==> src/design/pic_pkg.sv <==
// Constants for the priority instruction control block.
// Assumes one 40 MHz system clock shared with the sequence generator.
package pic_pkg;
    localparam int CLK_PERIOD_NS = 25;
    localparam int INT_COUNT = 10;
    localparam int CNT_COUNT = 29;
    localparam int ADDR_W = 12;
    localparam int IDX_W = 5;
    // Start order code is held this long so that essential circuits reset
    localparam int START_HOLD_NS = 1000;
    localparam int START_HOLD_CYC = (START_HOLD_NS + CLK_PERIOD_NS - 1) / CLK_PERIOD_NS;
    // An interrupt order not decoded back within this time means a dead interrupt path
    localparam int INT_ACK_TIMEOUT_NS = 10000;
    localparam int INT_ACK_TIMEOUT_CYC = INT_ACK_TIMEOUT_NS / CLK_PERIOD_NS;
    localparam int TMR_W = 10;
    // Vector address layout: interrupts step by four words, counters by one
    localparam logic [ADDR_W-1:0] INT_BASE_ADDR = 12'h0_004;
    localparam logic [ADDR_W-1:0] CNT_BASE_ADDR = 12'h0_024;
    localparam logic [ADDR_W-1:0] START_ADDR = 12'h0_800;
    localparam logic [ADDR_W-1:0] ADDR_RESET = 12'h0_000;
    typedef enum logic [1:0] {
        PIC_IDLE = 2'b00,
        PIC_START = 2'b01,
        PIC_INT = 2'b10,
        PIC_CNT = 2'b11
    } pic_state_t;
endpackage

==> src/design/pic_prio_pick.sv <==
// Fixed-priority picker: lowest index wins.
// Assumes requests are already synchronous to the clock; purely combinational.
module pic_prio_pick #(
    parameter int N = 10
) (
    input wire logic [N-1:0] req,
    output logic [4:0] idx,
    output logic any
);
    logic [N:0] seen;
    logic [N-1:0] grant;

    // Prefix chain marks every bit above the first request as shadowed
    assign seen[0] = 1'b0;
    genvar i;
    generate
        for (i = 0; i < N; i++) begin : g_chain
            assign grant[i] = req[i] & ~seen[i];
            assign seen[i+1] = seen[i] | req[i];
        end
    endgenerate
    assign any = seen[N];

    // Encode the one-hot grant
    always_comb begin
        idx = 5'h0;
        for (int k = 0; k < N; k++) begin
            if (grant[k]) begin
                idx = 5'(k);
            end
        end
    end
endmodule

==> src/design/pic_top.sv <==
// Priority instruction control: start, interrupt and counter arbitration.
// Assumes the sequence generator marks instruction boundaries and the central
// processor returns one-hot decoded addresses on the same 40 MHz clock.
//
// Overview of operation
// - Start on trap, power dip, dead interrupts
// - Start order code forces start instruction
// - Stop time pulses while start code issued
// - Interrupt order code with twelve-bit address
// - Ten interrupt addresses, one per function
// - Fixed priority chain, cleared by decoded address
// - Counter address and instruction signal supplied
// - Counter instruction delays, never diverts program
// - Twenty-nine counters, fixed priority, decoded clear
// - Alarm when incremental pulse is lost
// - No counter instructions during voltage-fail start
module pic_top (
    input wire logic SYS_CLK,
    input wire logic RST_N,
    input wire logic TRAP_DETECT,
    input wire logic VOLTAGE_FAIL_START_REQUEST,
    input wire logic OSCILLATOR_FAIL_START_REQUEST,
    input wire logic [9:0] INT_REQ,
    input wire logic [28:0] INCR_PULSE,
    input wire logic INSTR_BOUNDARY,
    input wire logic LAST_TIME_PULSE,
    input wire logic READ_PULSE,
    input wire logic [9:0] INT_ADDR_DECODED,
    input wire logic [28:0] CNT_ADDR_DECODED,
    output logic START_ORDER_CODE,
    output logic TIME_PULSE_STOP,
    output logic INT_ORDER_CODE,
    output logic CNT_INSTRUCTION,
    output logic [11:0] WRITE_LINE_ADDR,
    output logic CNT_ALARM
);
    localparam int NI = pic_pkg::INT_COUNT;
    localparam int NC = pic_pkg::CNT_COUNT;

    pic_pkg::pic_state_t state_ff, nxt_state;
    logic [NI-1:0] int_s1_ff, int_s2_ff, int_pend_ff;
    logic [NC-1:0] cnt_s1_ff, cnt_s2_ff, cnt_s3_ff, cnt_pend_ff, cnt_edge;
    logic [2:0] st_s1_ff, st_s2_ff, st_s3_ff;
    logic [4:0] int_idx, cnt_idx, sel_ff;
    logic int_any, cnt_any, trap_rise, vfail_rise, vfail_lvl, ofail_lvl;
    logic [pic_pkg::TMR_W-1:0] tmr_ff;
    logic [pic_pkg::ADDR_W-1:0] addr_ff;
    logic watchdog, start_req, served, start_done, alarm_ff, stop_ff;

    // Two-flop synchronisers for the interrupt, counter and start request pins
    always_ff @(posedge SYS_CLK) begin
        if (!RST_N) begin
            int_s1_ff <= '0;
            int_s2_ff <= '0;
            cnt_s1_ff <= '0;
            cnt_s2_ff <= '0;
            cnt_s3_ff <= '0;
            st_s1_ff <= 3'h0;
            st_s2_ff <= 3'h0;
            st_s3_ff <= 3'h0;
        end else begin
            int_s1_ff <= INT_REQ;
            int_s2_ff <= int_s1_ff;
            cnt_s1_ff <= INCR_PULSE;
            cnt_s2_ff <= cnt_s1_ff;
            cnt_s3_ff <= cnt_s2_ff;
            st_s1_ff <= {OSCILLATOR_FAIL_START_REQUEST, VOLTAGE_FAIL_START_REQUEST, TRAP_DETECT};
            st_s2_ff <= st_s1_ff;
            st_s3_ff <= st_s2_ff;
        end
    end

    // Edges taken from the second stage only, never the first
    assign cnt_edge = cnt_s2_ff & ~cnt_s3_ff;
    assign trap_rise = st_s2_ff[0] & ~st_s3_ff[0];
    assign vfail_rise = st_s2_ff[1] & ~st_s3_ff[1];
    assign vfail_lvl = st_s2_ff[1];
    assign ofail_lvl = st_s2_ff[2];

    pic_prio_pick #(.N(NI)) u_int_pick (.req(int_pend_ff), .idx(int_idx), .any(int_any));
    pic_prio_pick #(.N(NC)) u_cnt_pick (.req(cnt_pend_ff), .idx(cnt_idx), .any(cnt_any));

    // Decoded address of the granted entry coming back means it was served
    always_comb begin
        case (state_ff)
            pic_pkg::PIC_INT: served = INT_ADDR_DECODED[sel_ff[3:0]];
            pic_pkg::PIC_CNT: served = CNT_ADDR_DECODED[sel_ff];
            default: served = 1'b0;
        endcase
    end

    // Interrupt path counts as dead when its order is never decoded back
    assign watchdog = (state_ff == pic_pkg::PIC_INT) &&
        (tmr_ff == pic_pkg::TMR_W'(pic_pkg::INT_ACK_TIMEOUT_CYC - 1));
    assign start_req = trap_rise | vfail_rise | watchdog;
    assign start_done = (state_ff == pic_pkg::PIC_START) &&
        (tmr_ff >= pic_pkg::TMR_W'(pic_pkg::START_HOLD_CYC - 1)) && LAST_TIME_PULSE;

    // Arbitration: start first, counters ahead of interrupts, one per boundary
    always_comb begin
        nxt_state = state_ff;
        if (start_req) begin
            nxt_state = pic_pkg::PIC_START;
        end else begin
            case (state_ff)
                pic_pkg::PIC_START: begin
                    if (start_done) begin
                        nxt_state = pic_pkg::PIC_IDLE;
                    end
                end
                pic_pkg::PIC_IDLE: begin
                    if (INSTR_BOUNDARY) begin
                        if (cnt_any && !vfail_lvl && !ofail_lvl) begin
                            nxt_state = pic_pkg::PIC_CNT;
                        end else if (int_any) begin
                            nxt_state = pic_pkg::PIC_INT;
                        end
                    end
                end
                pic_pkg::PIC_INT, pic_pkg::PIC_CNT: begin
                    if (served) begin
                        nxt_state = pic_pkg::PIC_IDLE;
                    end
                end
                default: nxt_state = pic_pkg::PIC_IDLE;
            endcase
        end
    end

    // Reset lands in start so power-up runs the start instruction too
    always_ff @(posedge SYS_CLK) begin
        if (!RST_N) begin
            state_ff <= pic_pkg::PIC_START;
        end else begin
            state_ff <= nxt_state;
        end
    end

    // One timer serves both the start hold and the interrupt watchdog
    always_ff @(posedge SYS_CLK) begin
        if (!RST_N || nxt_state != state_ff) begin
            tmr_ff <= '0;
        end else if (tmr_ff != '1) begin
            tmr_ff <= tmr_ff + 1'b1;
        end
    end

    // Latch the granted index and its vector address at the boundary
    always_ff @(posedge SYS_CLK) begin
        if (!RST_N) begin
            sel_ff <= 5'h0;
            addr_ff <= pic_pkg::START_ADDR;
        end else if (nxt_state == pic_pkg::PIC_START) begin
            addr_ff <= pic_pkg::START_ADDR;
        end else if (state_ff == pic_pkg::PIC_IDLE && nxt_state == pic_pkg::PIC_CNT) begin
            sel_ff <= cnt_idx;
            addr_ff <= pic_pkg::CNT_BASE_ADDR + pic_pkg::ADDR_W'(cnt_idx);
        end else if (state_ff == pic_pkg::PIC_IDLE && nxt_state == pic_pkg::PIC_INT) begin
            sel_ff <= int_idx;
            addr_ff <= pic_pkg::INT_BASE_ADDR + pic_pkg::ADDR_W'({int_idx, 2'b00});
        end
    end

    // Pending latches: set wins over clear; start wipes all
    always_ff @(posedge SYS_CLK) begin
        if (!RST_N || state_ff == pic_pkg::PIC_START) begin
            int_pend_ff <= '0;
            cnt_pend_ff <= '0;
        end else begin
            int_pend_ff <= int_s2_ff | (int_pend_ff & ~((state_ff == pic_pkg::PIC_INT && served)
                ? INT_ADDR_DECODED : '0));
            cnt_pend_ff <= cnt_edge | (cnt_pend_ff & ~((state_ff == pic_pkg::PIC_CNT && served)
                ? CNT_ADDR_DECODED : '0));
        end
    end

    // A pulse landing on a still-pending counter is lost; sticky until start
    always_ff @(posedge SYS_CLK) begin
        if (!RST_N) begin
            alarm_ff <= 1'b0;
        end else if ((cnt_edge & cnt_pend_ff) != '0) begin
            alarm_ff <= 1'b1;
        end else if (state_ff == pic_pkg::PIC_START) begin
            alarm_ff <= 1'b0;
        end
    end

    // Timer halt asserted from the start code until the hold is over
    always_ff @(posedge SYS_CLK) begin
        if (!RST_N) begin
            stop_ff <= 1'b1;
        end else begin
            stop_ff <= (nxt_state == pic_pkg::PIC_START);
        end
    end

    assign START_ORDER_CODE = (state_ff == pic_pkg::PIC_START);
    assign TIME_PULSE_STOP = stop_ff;
    assign INT_ORDER_CODE = (state_ff == pic_pkg::PIC_INT);
    assign CNT_INSTRUCTION = (state_ff == pic_pkg::PIC_CNT);
    // Address reaches the write lines only on a read pulse, else lines idle
    assign WRITE_LINE_ADDR = READ_PULSE ? addr_ff : pic_pkg::ADDR_RESET;
    assign CNT_ALARM = alarm_ff;

    // Checks
    a_start_stops_tmr: assert property (@(posedge SYS_CLK) disable iff (!RST_N)
        START_ORDER_CODE |-> TIME_PULSE_STOP) else $error("start without timer stop");
    a_one_order_out: assert property (@(posedge SYS_CLK) disable iff (!RST_N)
        $onehot0({START_ORDER_CODE, INT_ORDER_CODE, CNT_INSTRUCTION}))
        else $error("two order codes at once");
    a_trap_forces_start: assert property (@(posedge SYS_CLK) disable iff (!RST_N)
        $rose(st_s2_ff[0]) |=> START_ORDER_CODE) else $error("trap did not start");
    a_start_hold_len: assert property (@(posedge SYS_CLK) disable iff (!RST_N)
        $rose(START_ORDER_CODE) |-> START_ORDER_CODE [*8]) else $error("start code too short");
    a_vfail_no_cnt: assert property (@(posedge SYS_CLK) disable iff (!RST_N)
        (vfail_lvl && !CNT_INSTRUCTION) |=> !CNT_INSTRUCTION) else $error("counter during vfail");
    a_int_addr_map: assert property (@(posedge SYS_CLK) disable iff (!RST_N)
        (INT_ORDER_CODE && READ_PULSE) |-> (WRITE_LINE_ADDR ==
        pic_pkg::INT_BASE_ADDR + pic_pkg::ADDR_W'({sel_ff, 2'b00}))) else $error("bad interrupt addr");
    a_cnt_addr_map: assert property (@(posedge SYS_CLK) disable iff (!RST_N)
        (CNT_INSTRUCTION && READ_PULSE) |-> (WRITE_LINE_ADDR ==
        pic_pkg::CNT_BASE_ADDR + pic_pkg::ADDR_W'(sel_ff))) else $error("bad counter addr");
    a_lost_pulse_alarm: assert property (@(posedge SYS_CLK) disable iff (!RST_N)
        ((cnt_edge & cnt_pend_ff) != '0) |=> CNT_ALARM ##1 (CNT_ALARM || START_ORDER_CODE))
        else $error("lost pulse not flagged");
    a_pend_held: assert property (@(posedge SYS_CLK) disable iff (!RST_N)
        (int_pend_ff[0] && !served && !START_ORDER_CODE && !start_req) |=> int_pend_ff[0])
        else $error("pending interrupt dropped");
    a_int_prio_low: assert property (@(posedge SYS_CLK) disable iff (!RST_N)
        (state_ff == pic_pkg::PIC_IDLE && $fell(state_ff == pic_pkg::PIC_IDLE) == 1'b0 && int_pend_ff[0]
        && INSTR_BOUNDARY && !cnt_any && !start_req) |=> (INT_ORDER_CODE && sel_ff == 5'h0))
        else $error("priority chain broken");
    a_cnt_first: assert property (@(posedge SYS_CLK) disable iff (!RST_N)
        (state_ff == pic_pkg::PIC_IDLE && INSTR_BOUNDARY && cnt_any && !vfail_lvl && !ofail_lvl
        && !start_req) |=> CNT_INSTRUCTION) else $error("counter not granted");
endmodule

==> config.mk <==
export PLATFORM = sky130hd
export DESIGN_NAME = pic_top
export DESIGN_NICKNAME = d
export VERILOG_FILES = /design/src/design/pic_pkg.sv /design/src/design/pic_prio_pick.sv /design/src/design/pic_top.sv
export SDC_FILE = /design/constraint.sdc
export NUM_CORES = 1
export LEC_CHECK = 0
export BUFFER_PORTS_ARGS = -buffer_cell sky130_fd_sc_hd__clkbuf_2
export CAP_MARGIN = 30
export CORE_UTILIZATION = 51
export DETAILED_ROUTE_END_ITERATION = 16
export MAX_ROUTING_LAYER = met4
export PLACE_DENSITY = 0.78
export SYNTH_ARGS = -nofsm -noshare
export SYNTH_HDL_FRONTEND = slang
export SYNTH_HIERARCHICAL = 1
export SYNTH_SLANG_ARGS = --single-unit
==> constraint.sdc <==
create_clock -name SYS_CLK -period 2.9 [get_ports SYS_CLK]
set_input_delay 0.58 -clock SYS_CLK [delete_from_list [all_inputs] [get_ports SYS_CLK]]
set_output_delay 0.58 -clock SYS_CLK [all_outputs]
set_load 0.01 [all_outputs]
==> flow_metrics.py, run 1 <==
metrics = {
    "placement": {
        "dpl_cell_area_um2": 7980,
        "gp_congestion": 0.884,
        "pre_cts_slack_ns": 0.162,
        "port_buffers": 99,
        "placed_cells": 1054,
        "place_hpwl_mm": 11.6,
    },
    "die": {
        "start_util_pct": 52.4,
        "die_w_um": 122,
        "chipHeight_um": 122,
        "die-area_um2": 14800,
        "io_pins": 103,
        "core_area_um2": 13900,
        "rows": 43,
    },
    "layout": {
        "fin_util_pct": 61.9,
        "layout.nets": 986,
        "fin_area_um2": 8630,
        "area_growth_syn_to_layout_pct": 18.2,
        "drive_gt1_share_pct": 20.4,
        "diodes": 0,
        "finalNonFillerCells": 1089,
    },
    "critical_path": {
        "end_kind": "flop",
        "cp.arrival_ns": 3.07,
        "reg2regPathDepth": 10,
        "r2r-end": "tmr_ff[5]$_SDFFE_PP0P_",
        "r2r-start": "cnt_pend_ff[2]$_SDFF_PP0_",
        "crit_required_ns": 3.19,
        "crit_start": "cnt_pend_ff[2]$_SDFF_PP0_",
        "crit_type": "flop to flop",
        "r2r_setup_slack_ns": 0.12,
        "crit_fanout": 10,
        "startpoint_type": "flop",
    },
    "route": {
        "first_pass_iters": 5,
        "drt-total-wl_mm": 15.8,
        "drc": 0,
        "viasPerCell": 5.20,
        "routedWlPerCell_um": 14.5,
        "ant_nets": 0,
        "vias": 5658,
        "drtIter0Drc": 510,
    },
    "synthesis": {
        "ys_async_sr_fraction_pct": 0,
        "syn_inst": 795,
        "avgSynthCellArea_um2": 9.18,
        "ys_warn_count": 6,
        "synth_edf_count": 0,
        "syn_area_um2": 7300,
        "seq_area_frac_synth_pct": 49.9,
        "synth_ff_type": "dfxtp_1",
        "synth-seq-cells": 182,
        "ys_types": 65,
    },
    "sta": {
        "final-setup-viol-count": 0,
        "min_period_over_period_pct": 95.8,
        "tightest_slew_ns": 0.626,
        "finClkSkew_ns": 0.00632,
        "max-slew-margin-rel_pct": 58.0,
        "drv_slew": 0,
        "hold_viol": 0,
        "fmax_mhz": 360,
        "fin_ws_ns": 0.121,
        "fin_hold_ws_ns": 0.353,
        "fin_crit_ns": 2.78,
        "fin_setup_tns_ns": 0,
    },
    "min_path": {
        "hold_depth": 2,
        "hp-class": "input port to flop",
        "holdPathEnd": "cnt_s1_ff[16]$_SDFF_PN0_",
        "hp-start": "INCR_PULSE[16]",
    },
    "clock_tree": {
        "holdBufCountCts": 0,
        "clock_path_buffers": 2,
        "cts_tree": "yes",
        "clkSinkCount": 182,
        "h-tree-depth": 4,
        "numCtsBuffers": 17,
        "path_clk_slew_ns": 0.07,
        "clockRootBuffer": "clkbuf_16",
        "insertion_delay_ns": 0.42,
    },
    "global_routing": {
        "grt_pass1_wl_mm": 25.7,
        "grt_start_max_net_pins": 68,
        "grt_overflow_total": 0,
        "grt_antenna_before_repair": 0,
        "grtUsageTotal_pct": 23.4,
        "grt_pass1_vias": 5213,
    },
    "job": {
        "cap_violations": 0,
    },
    "pwr": {
        "power.total_mw": 4.98,
        "irDropWorstVdd_uv": 455,
        "p_leak_nw": 3.46,
        "cellPowerDensity_nw_per_um2": 577,
    },
    "status": {
        "status": "complete, no violations",
    },
}
-- registers in the layout, summed over array words and instances, names as in the netlist --
register and cells:
CNT_ALARM 1, TIME_PULSE_STOP 1, addr_ff 9, cnt_pend_ff 29, cnt_s1_ff 29, cnt_s2_ff 29, cnt_s3_ff 29, int_pend_ff 10
int_s1_ff 10, int_s2_ff 10, sel_ff 5, st_s1_ff 3, st_s2_ff 3, st_s3_ff 2, state_ff 2, tmr_ff 10
-- where the power goes --
part	total, mW	leakage, nW	internal (mW)	switching, mW
combinational	0.204	1.70	0.103	0.100
clock	2.19	0.271	1.22	0.962
sequential	2.59	1.49	2.57	0.0218
total	4.98	3.46	3.90	1.08
-- cell families after synthesis --
family | count (synthesis) | synth area share (%)
simple gates | 312 | 24.9
other cells | 2 | 0.103
buf+inv | 110 | 6.00
fa+ha+maj | 4 | 0.686
mux | 16 | 2.91
compound gates | 161 | 14.5
flops | 182 | 49.9
xor+xnor | 8 | 0.960
-- cell usage after synthesis, types with 4 or more instances --
library cell / number / area (µm²)
o22a_1: 5 / 43.8
nand3_1: 12 / 60.1
mux4_2: 4 / 90.1
nor2b_1: 8 / 50.1
o21ai_0: 39 / 195
nor3b_1: 4 / 30.0
nand3b_1: 4 / 30.0
o211ai_1: 11 / 82.6
inv_1: 72 / 270
a211oi_1: 4 / 30.0
a21oi_1: 57 / 285
dfxtp_1: 182 / 3640
nand2b_1: 30 / 188
ha_1: 4 / 50.1
buf_4: 4 / 30.0
nor3_1: 11 / 55.1
nand4_1: 5 / 31.3
a21boi_0: 4 / 30.0
buf_2: 7 / 35.0
o221ai_1: 5 / 43.8
nor4_1: 10 / 62.6
clkbuf_1: 26 / 97.6
mux2i_1: 10 / 100
or3_1: 5 / 31.3
nand2_1: 42 / 158
nor2_1: 39 / 146
xnor2_1: 5 / 43.8
and2_1: 126 / 788
-- critical path, stage by stage, from the launching register on --
cell	delay [ns]
dfxtp_4	0.37
nor4_4	0.36
nand2_2	0.13
nor3_4	0.21
or3b_1	0.37
nor3b_2	0.20
o21ai_2	0.18
buf_4	0.13
nand2_1	0.09
o31ai_4	0.49
nor3_1	0.12
-- area by class of cell --
type / count / area [µm²]
clock buffers: 21 / 450
clock inverters: 11 / 114
fillers: 1162 / 5310
inverters: 72 / 270
multi-input cells: 505 / 3280
flip-flops and latches: 182 / 3650
well taps: 180 / 225
repair buffers: 118 / 638
-- how the worst max path moves through the flow --
stage                                   end  cells past startpoint  slack (ns)
floorplan            tmr_ff[0]$_SDFFE_PP0P_                      9        0.07
global placement     tmr_ff[9]$_SDFFE_PP0P_                     12        0.21
detailed placement  addr_ff[3]$_SDFFE_PP0P_                     10        0.16
CTS                 addr_ff[3]$_SDFFE_PP0P_                     10        0.15
global route         tmr_ff[6]$_SDFFE_PP0P_                     10       -0.03
finish               tmr_ff[5]$_SDFFE_PP0P_                     10        0.12
-- metal layers --
metal | global-route usage, % | part of all wire [%]
met1 | 29.3 | 46
met2 | 36.9 | 47
met3 | 4.03 | 4.5
met4 | 11.0 | 2.9
met5 | - | 0
-- placed cells by master, fill, tap and decap left out, types with 19 or more instances in the layout --
| cell | n |
|---|---|
| nand2b_1 | 30 |
| inv_1 | 72 |
| dfxtp_1 | 178 |
| o21ai_0 | 39 |
| nor2_1 | 39 |
| nand2_1 | 41 |
| clkbuf_2 | 99 |
| a21oi_1 | 57 |
| and2_1 | 126 |
| buf_4 | 19 |
-- timing repair --
item                                    in CTS  in global routing
resized for setup                            0                 13
endpoints found under the setup margin       0                 12
buffers inserted                             0                  3
endpoints found under the hold margin        0                  0
Note: power is estimated with default switching activity, not from simulation.
==> run 2, diff against run 1 <==
--- a/config.mk
+++ b/config.mk
@@ -7,10 +7,11 @@
 export LEC_CHECK = 0
 export BUFFER_PORTS_ARGS = -buffer_cell sky130_fd_sc_hd__clkbuf_2
 export CAP_MARGIN = 30
-export CORE_UTILIZATION = 51
+export CORE_UTILIZATION = 40
 export DETAILED_ROUTE_END_ITERATION = 16
 export MAX_ROUTING_LAYER = met4
-export PLACE_DENSITY = 0.78
+export PLACE_DENSITY = 0.64
+export REMOVE_ABC_BUFFERS = 1
 export SYNTH_ARGS = -nofsm -noshare
 export SYNTH_HDL_FRONTEND = slang
 export SYNTH_HIERARCHICAL = 1
==> run 2 against run 1 <==
Fmax up 1.3%. Critical path type unchanged. Largest power group unchanged. Clock skew about the same. Sequential power about the same.
==> flow_metrics.py, run 2 (synthesis results as in run 1) <==
metrics = {
    "layout": {
        "drive_gt1_share_pct": 21.2,
        "area_growth_syn_to_layout_pct": 19.8,
        "final_common_cell": "dfxtp_1",
        "fin_area_um2": 8750,
        "fin_util_pct": 48.9,
        "layout.nets": 988,
        "layout_common_cells": "dfxtp_1 (177), and2_1 (126), clkbuf_2 (98), inv_1 (72), a21oi_1 (57)",
        "diodes": 0,
    },
    "critical_path": {
        "max_stage_delay_ns": 0.39,
        "worstPathCellList": "nor4_4 > nand2_2 > nor3_4 > or3b_4 > nor3b_2 > a211oi_2 > buf_4 > o31ai_4 > a221o_1 > a21oi_1",
        "path_depth": 10,
        "startpoint_type": "flop",
        "end_kind": "flop",
        "crit_type": "flop to flop",
        "crit_required_ns": 3.26,
        "crit_fanout": 6,
        "cp.arrival_ns": 3.10,
        "crit_buf_inv": 1,
        "reg2regPathDepth": 10,
        "crit_family": "simple AND/OR/NAND/NOR gates",
        "critPathSlowestCell": "or3b_4",
    },
    "pwr": {
        "internal_power_mw": 3.82,
        "cellPowerDensity_nw_per_um2": 566,
        "irDropWorstVdd_uv": 390,
        "netSwitchingPower_mw": 1.14,
        "clockPowerShare_pct": 43.6,
        "p_comb_share_pct": 4.2,
        "sw_frac_of_total_pct": 23.0,
        "seqPwrFrac_pct": 52.2,
        "p_leak_nw": 3.49,
    },
    "clock_tree": {
        "clock_path_buffers": 2,
        "path_clk_slew_ns": 0.07,
        "clkSinkCount": 182,
        "cts_tree": "yes",
        "numCtsBuffers": 17,
        "h-tree-depth": 4,
        "clockRootBuffer": "clkbuf_16",
        "insertion_delay_ns": 0.42,
    },
    "sta": {
        "fin_setup_tns_ns": 0,
        "finClkSkew_ns": 0.00634,
        "final-setup-viol-count": 0,
        "fin_hold_ws_ns": 0.355,
        "fin_ws_ns": 0.158,
        "fmax_mhz": 365,
        "fin_crit_ns": 2.74,
        "max-slew-margin-rel_pct": 59.4,
        "hold_viol": 0,
        "tightest_slew_ns": 0.606,
        "drv_slew": 0,
        "min_period_over_period_pct": 94.6,
    },
    "job": {
        "cap_violations": 0,
    },
    "global_routing": {
        "grt_pass1_vias": 5213,
        "grt_antenna_before_repair": 0,
        "grtUsageTotal_pct": 19.6,
        "grt_start_max_net_pins": 74,
        "grt_pass1_wl_mm": 26.9,
        "grt_overflow_total": 0,
    },
    "placement": {
        "pre_cts_slack_ns": 0.0564,
        "port_buffers": 99,
        "dpl_cell_area_um2": 8110,
        "place_hpwl_mm": 12.4,
        "gp_congestion": 0.893,
    },
    "route": {
        "first_pass_iters": 4,
        "vias": 5626,
        "routedWlPerCell_um": 14.6,
        "viasPerCell": 4.94,
        "drtIter0Drc": 297,
        "ant_nets": 0,
        "drt-total-wl_mm": 16.7,
        "drc": 0,
    },
    "die": {
        "io_pins": 103,
        "core_area_um2": 17900,
        "chipHeight_um": 137,
        "start_util_pct": 40.8,
        "die-area_um2": 18800,
        "rows": 49,
        "die_w_um": 137,
    },
    "min_path": {
        "hp-class": "input port to flop",
        "hold_depth": 2,
    },
    "status": {
        "status": "complete, no violations",
    },
}
run 2: timing repair:
action                     in CTS  in global routing
setup endpoints to repair       0                 16
hold endpoints to repair        0                  0
setup buffers                   0                  1
resized for setup               0                 17
hold buffers                    0                  0
run 2: stage by stage:
stage                     std cells  total power [mW]
after floorplan                 759              2.73
after global placement         1107              2.85
after detailed placement       1107              2.86
after CTS                      1139              5.00
after global routing           1140              5.16
final                          1140              4.95
run 2: final cells by class:
type / count / area (µm²)
Multi-Input combinational cell: 505 / 3290
Tap cell: 229 / 287
Timing Repair Buffer: 120 / 691
Clock buffer: 18 / 439
Sequential cell: 182 / 3650
Inverter: 72 / 270
Clock inverter: 14 / 116
Fill cell: 1751 / 9160
run 2: worst paths after layout:
kind / startpoint / endpoint / slack, ns
min: INCR_PULSE[0] / cnt_s1_ff[0]$_SDFF_PN0_ / 0.36
max reg2reg: cnt_pend_ff[11]$_SDFF_PP0_ / addr_ff[3]$_SDFFE_PP0P_ / 0.16
min reg2reg: cnt_s1_ff[22]$_SDFF_PN0_ / cnt_s2_ff[22]$_SDFF_PN0_ / 0.43
max: cnt_pend_ff[11]$_SDFF_PP0_ / addr_ff[3]$_SDFFE_PP0P_ / 0.16
run 2: worst reg2reg max path, stage by stage (launching register included):
cell,delay [ns]
dfxtp_2,0.35
nor4_4,0.36
nand2_2,0.12
nor3_4,0.20
or3b_4,0.39
nor3b_2,0.19
a211oi_2,0.24
buf_4,0.20
o31ai_4,0.11
a221o_1,0.37
a21oi_1,0.13
run 2: per-layer routing:
layer | track usage (%) | routed length (µm) | share of wire [%]
met1 | 24.2 | 7560 | 45
met2 | 31.3 | 8030 | 48
met3 | 3.41 | 636 | 3.8
met4 | 8.79 | 436 | 2.6
met5 | - | 0 | 0
run 2: power by group through the flow:
stage	logic (mW)	registers, mW	clock network [mW]
after floorplan	0.0936	2.64	0
after global placement	0.207	2.65	0
after detailed placement	0.211	2.65	0
after CTS	0.212	2.59	2.20
after global routing	0.234	2.59	2.33
final	0.208	2.59	2.16
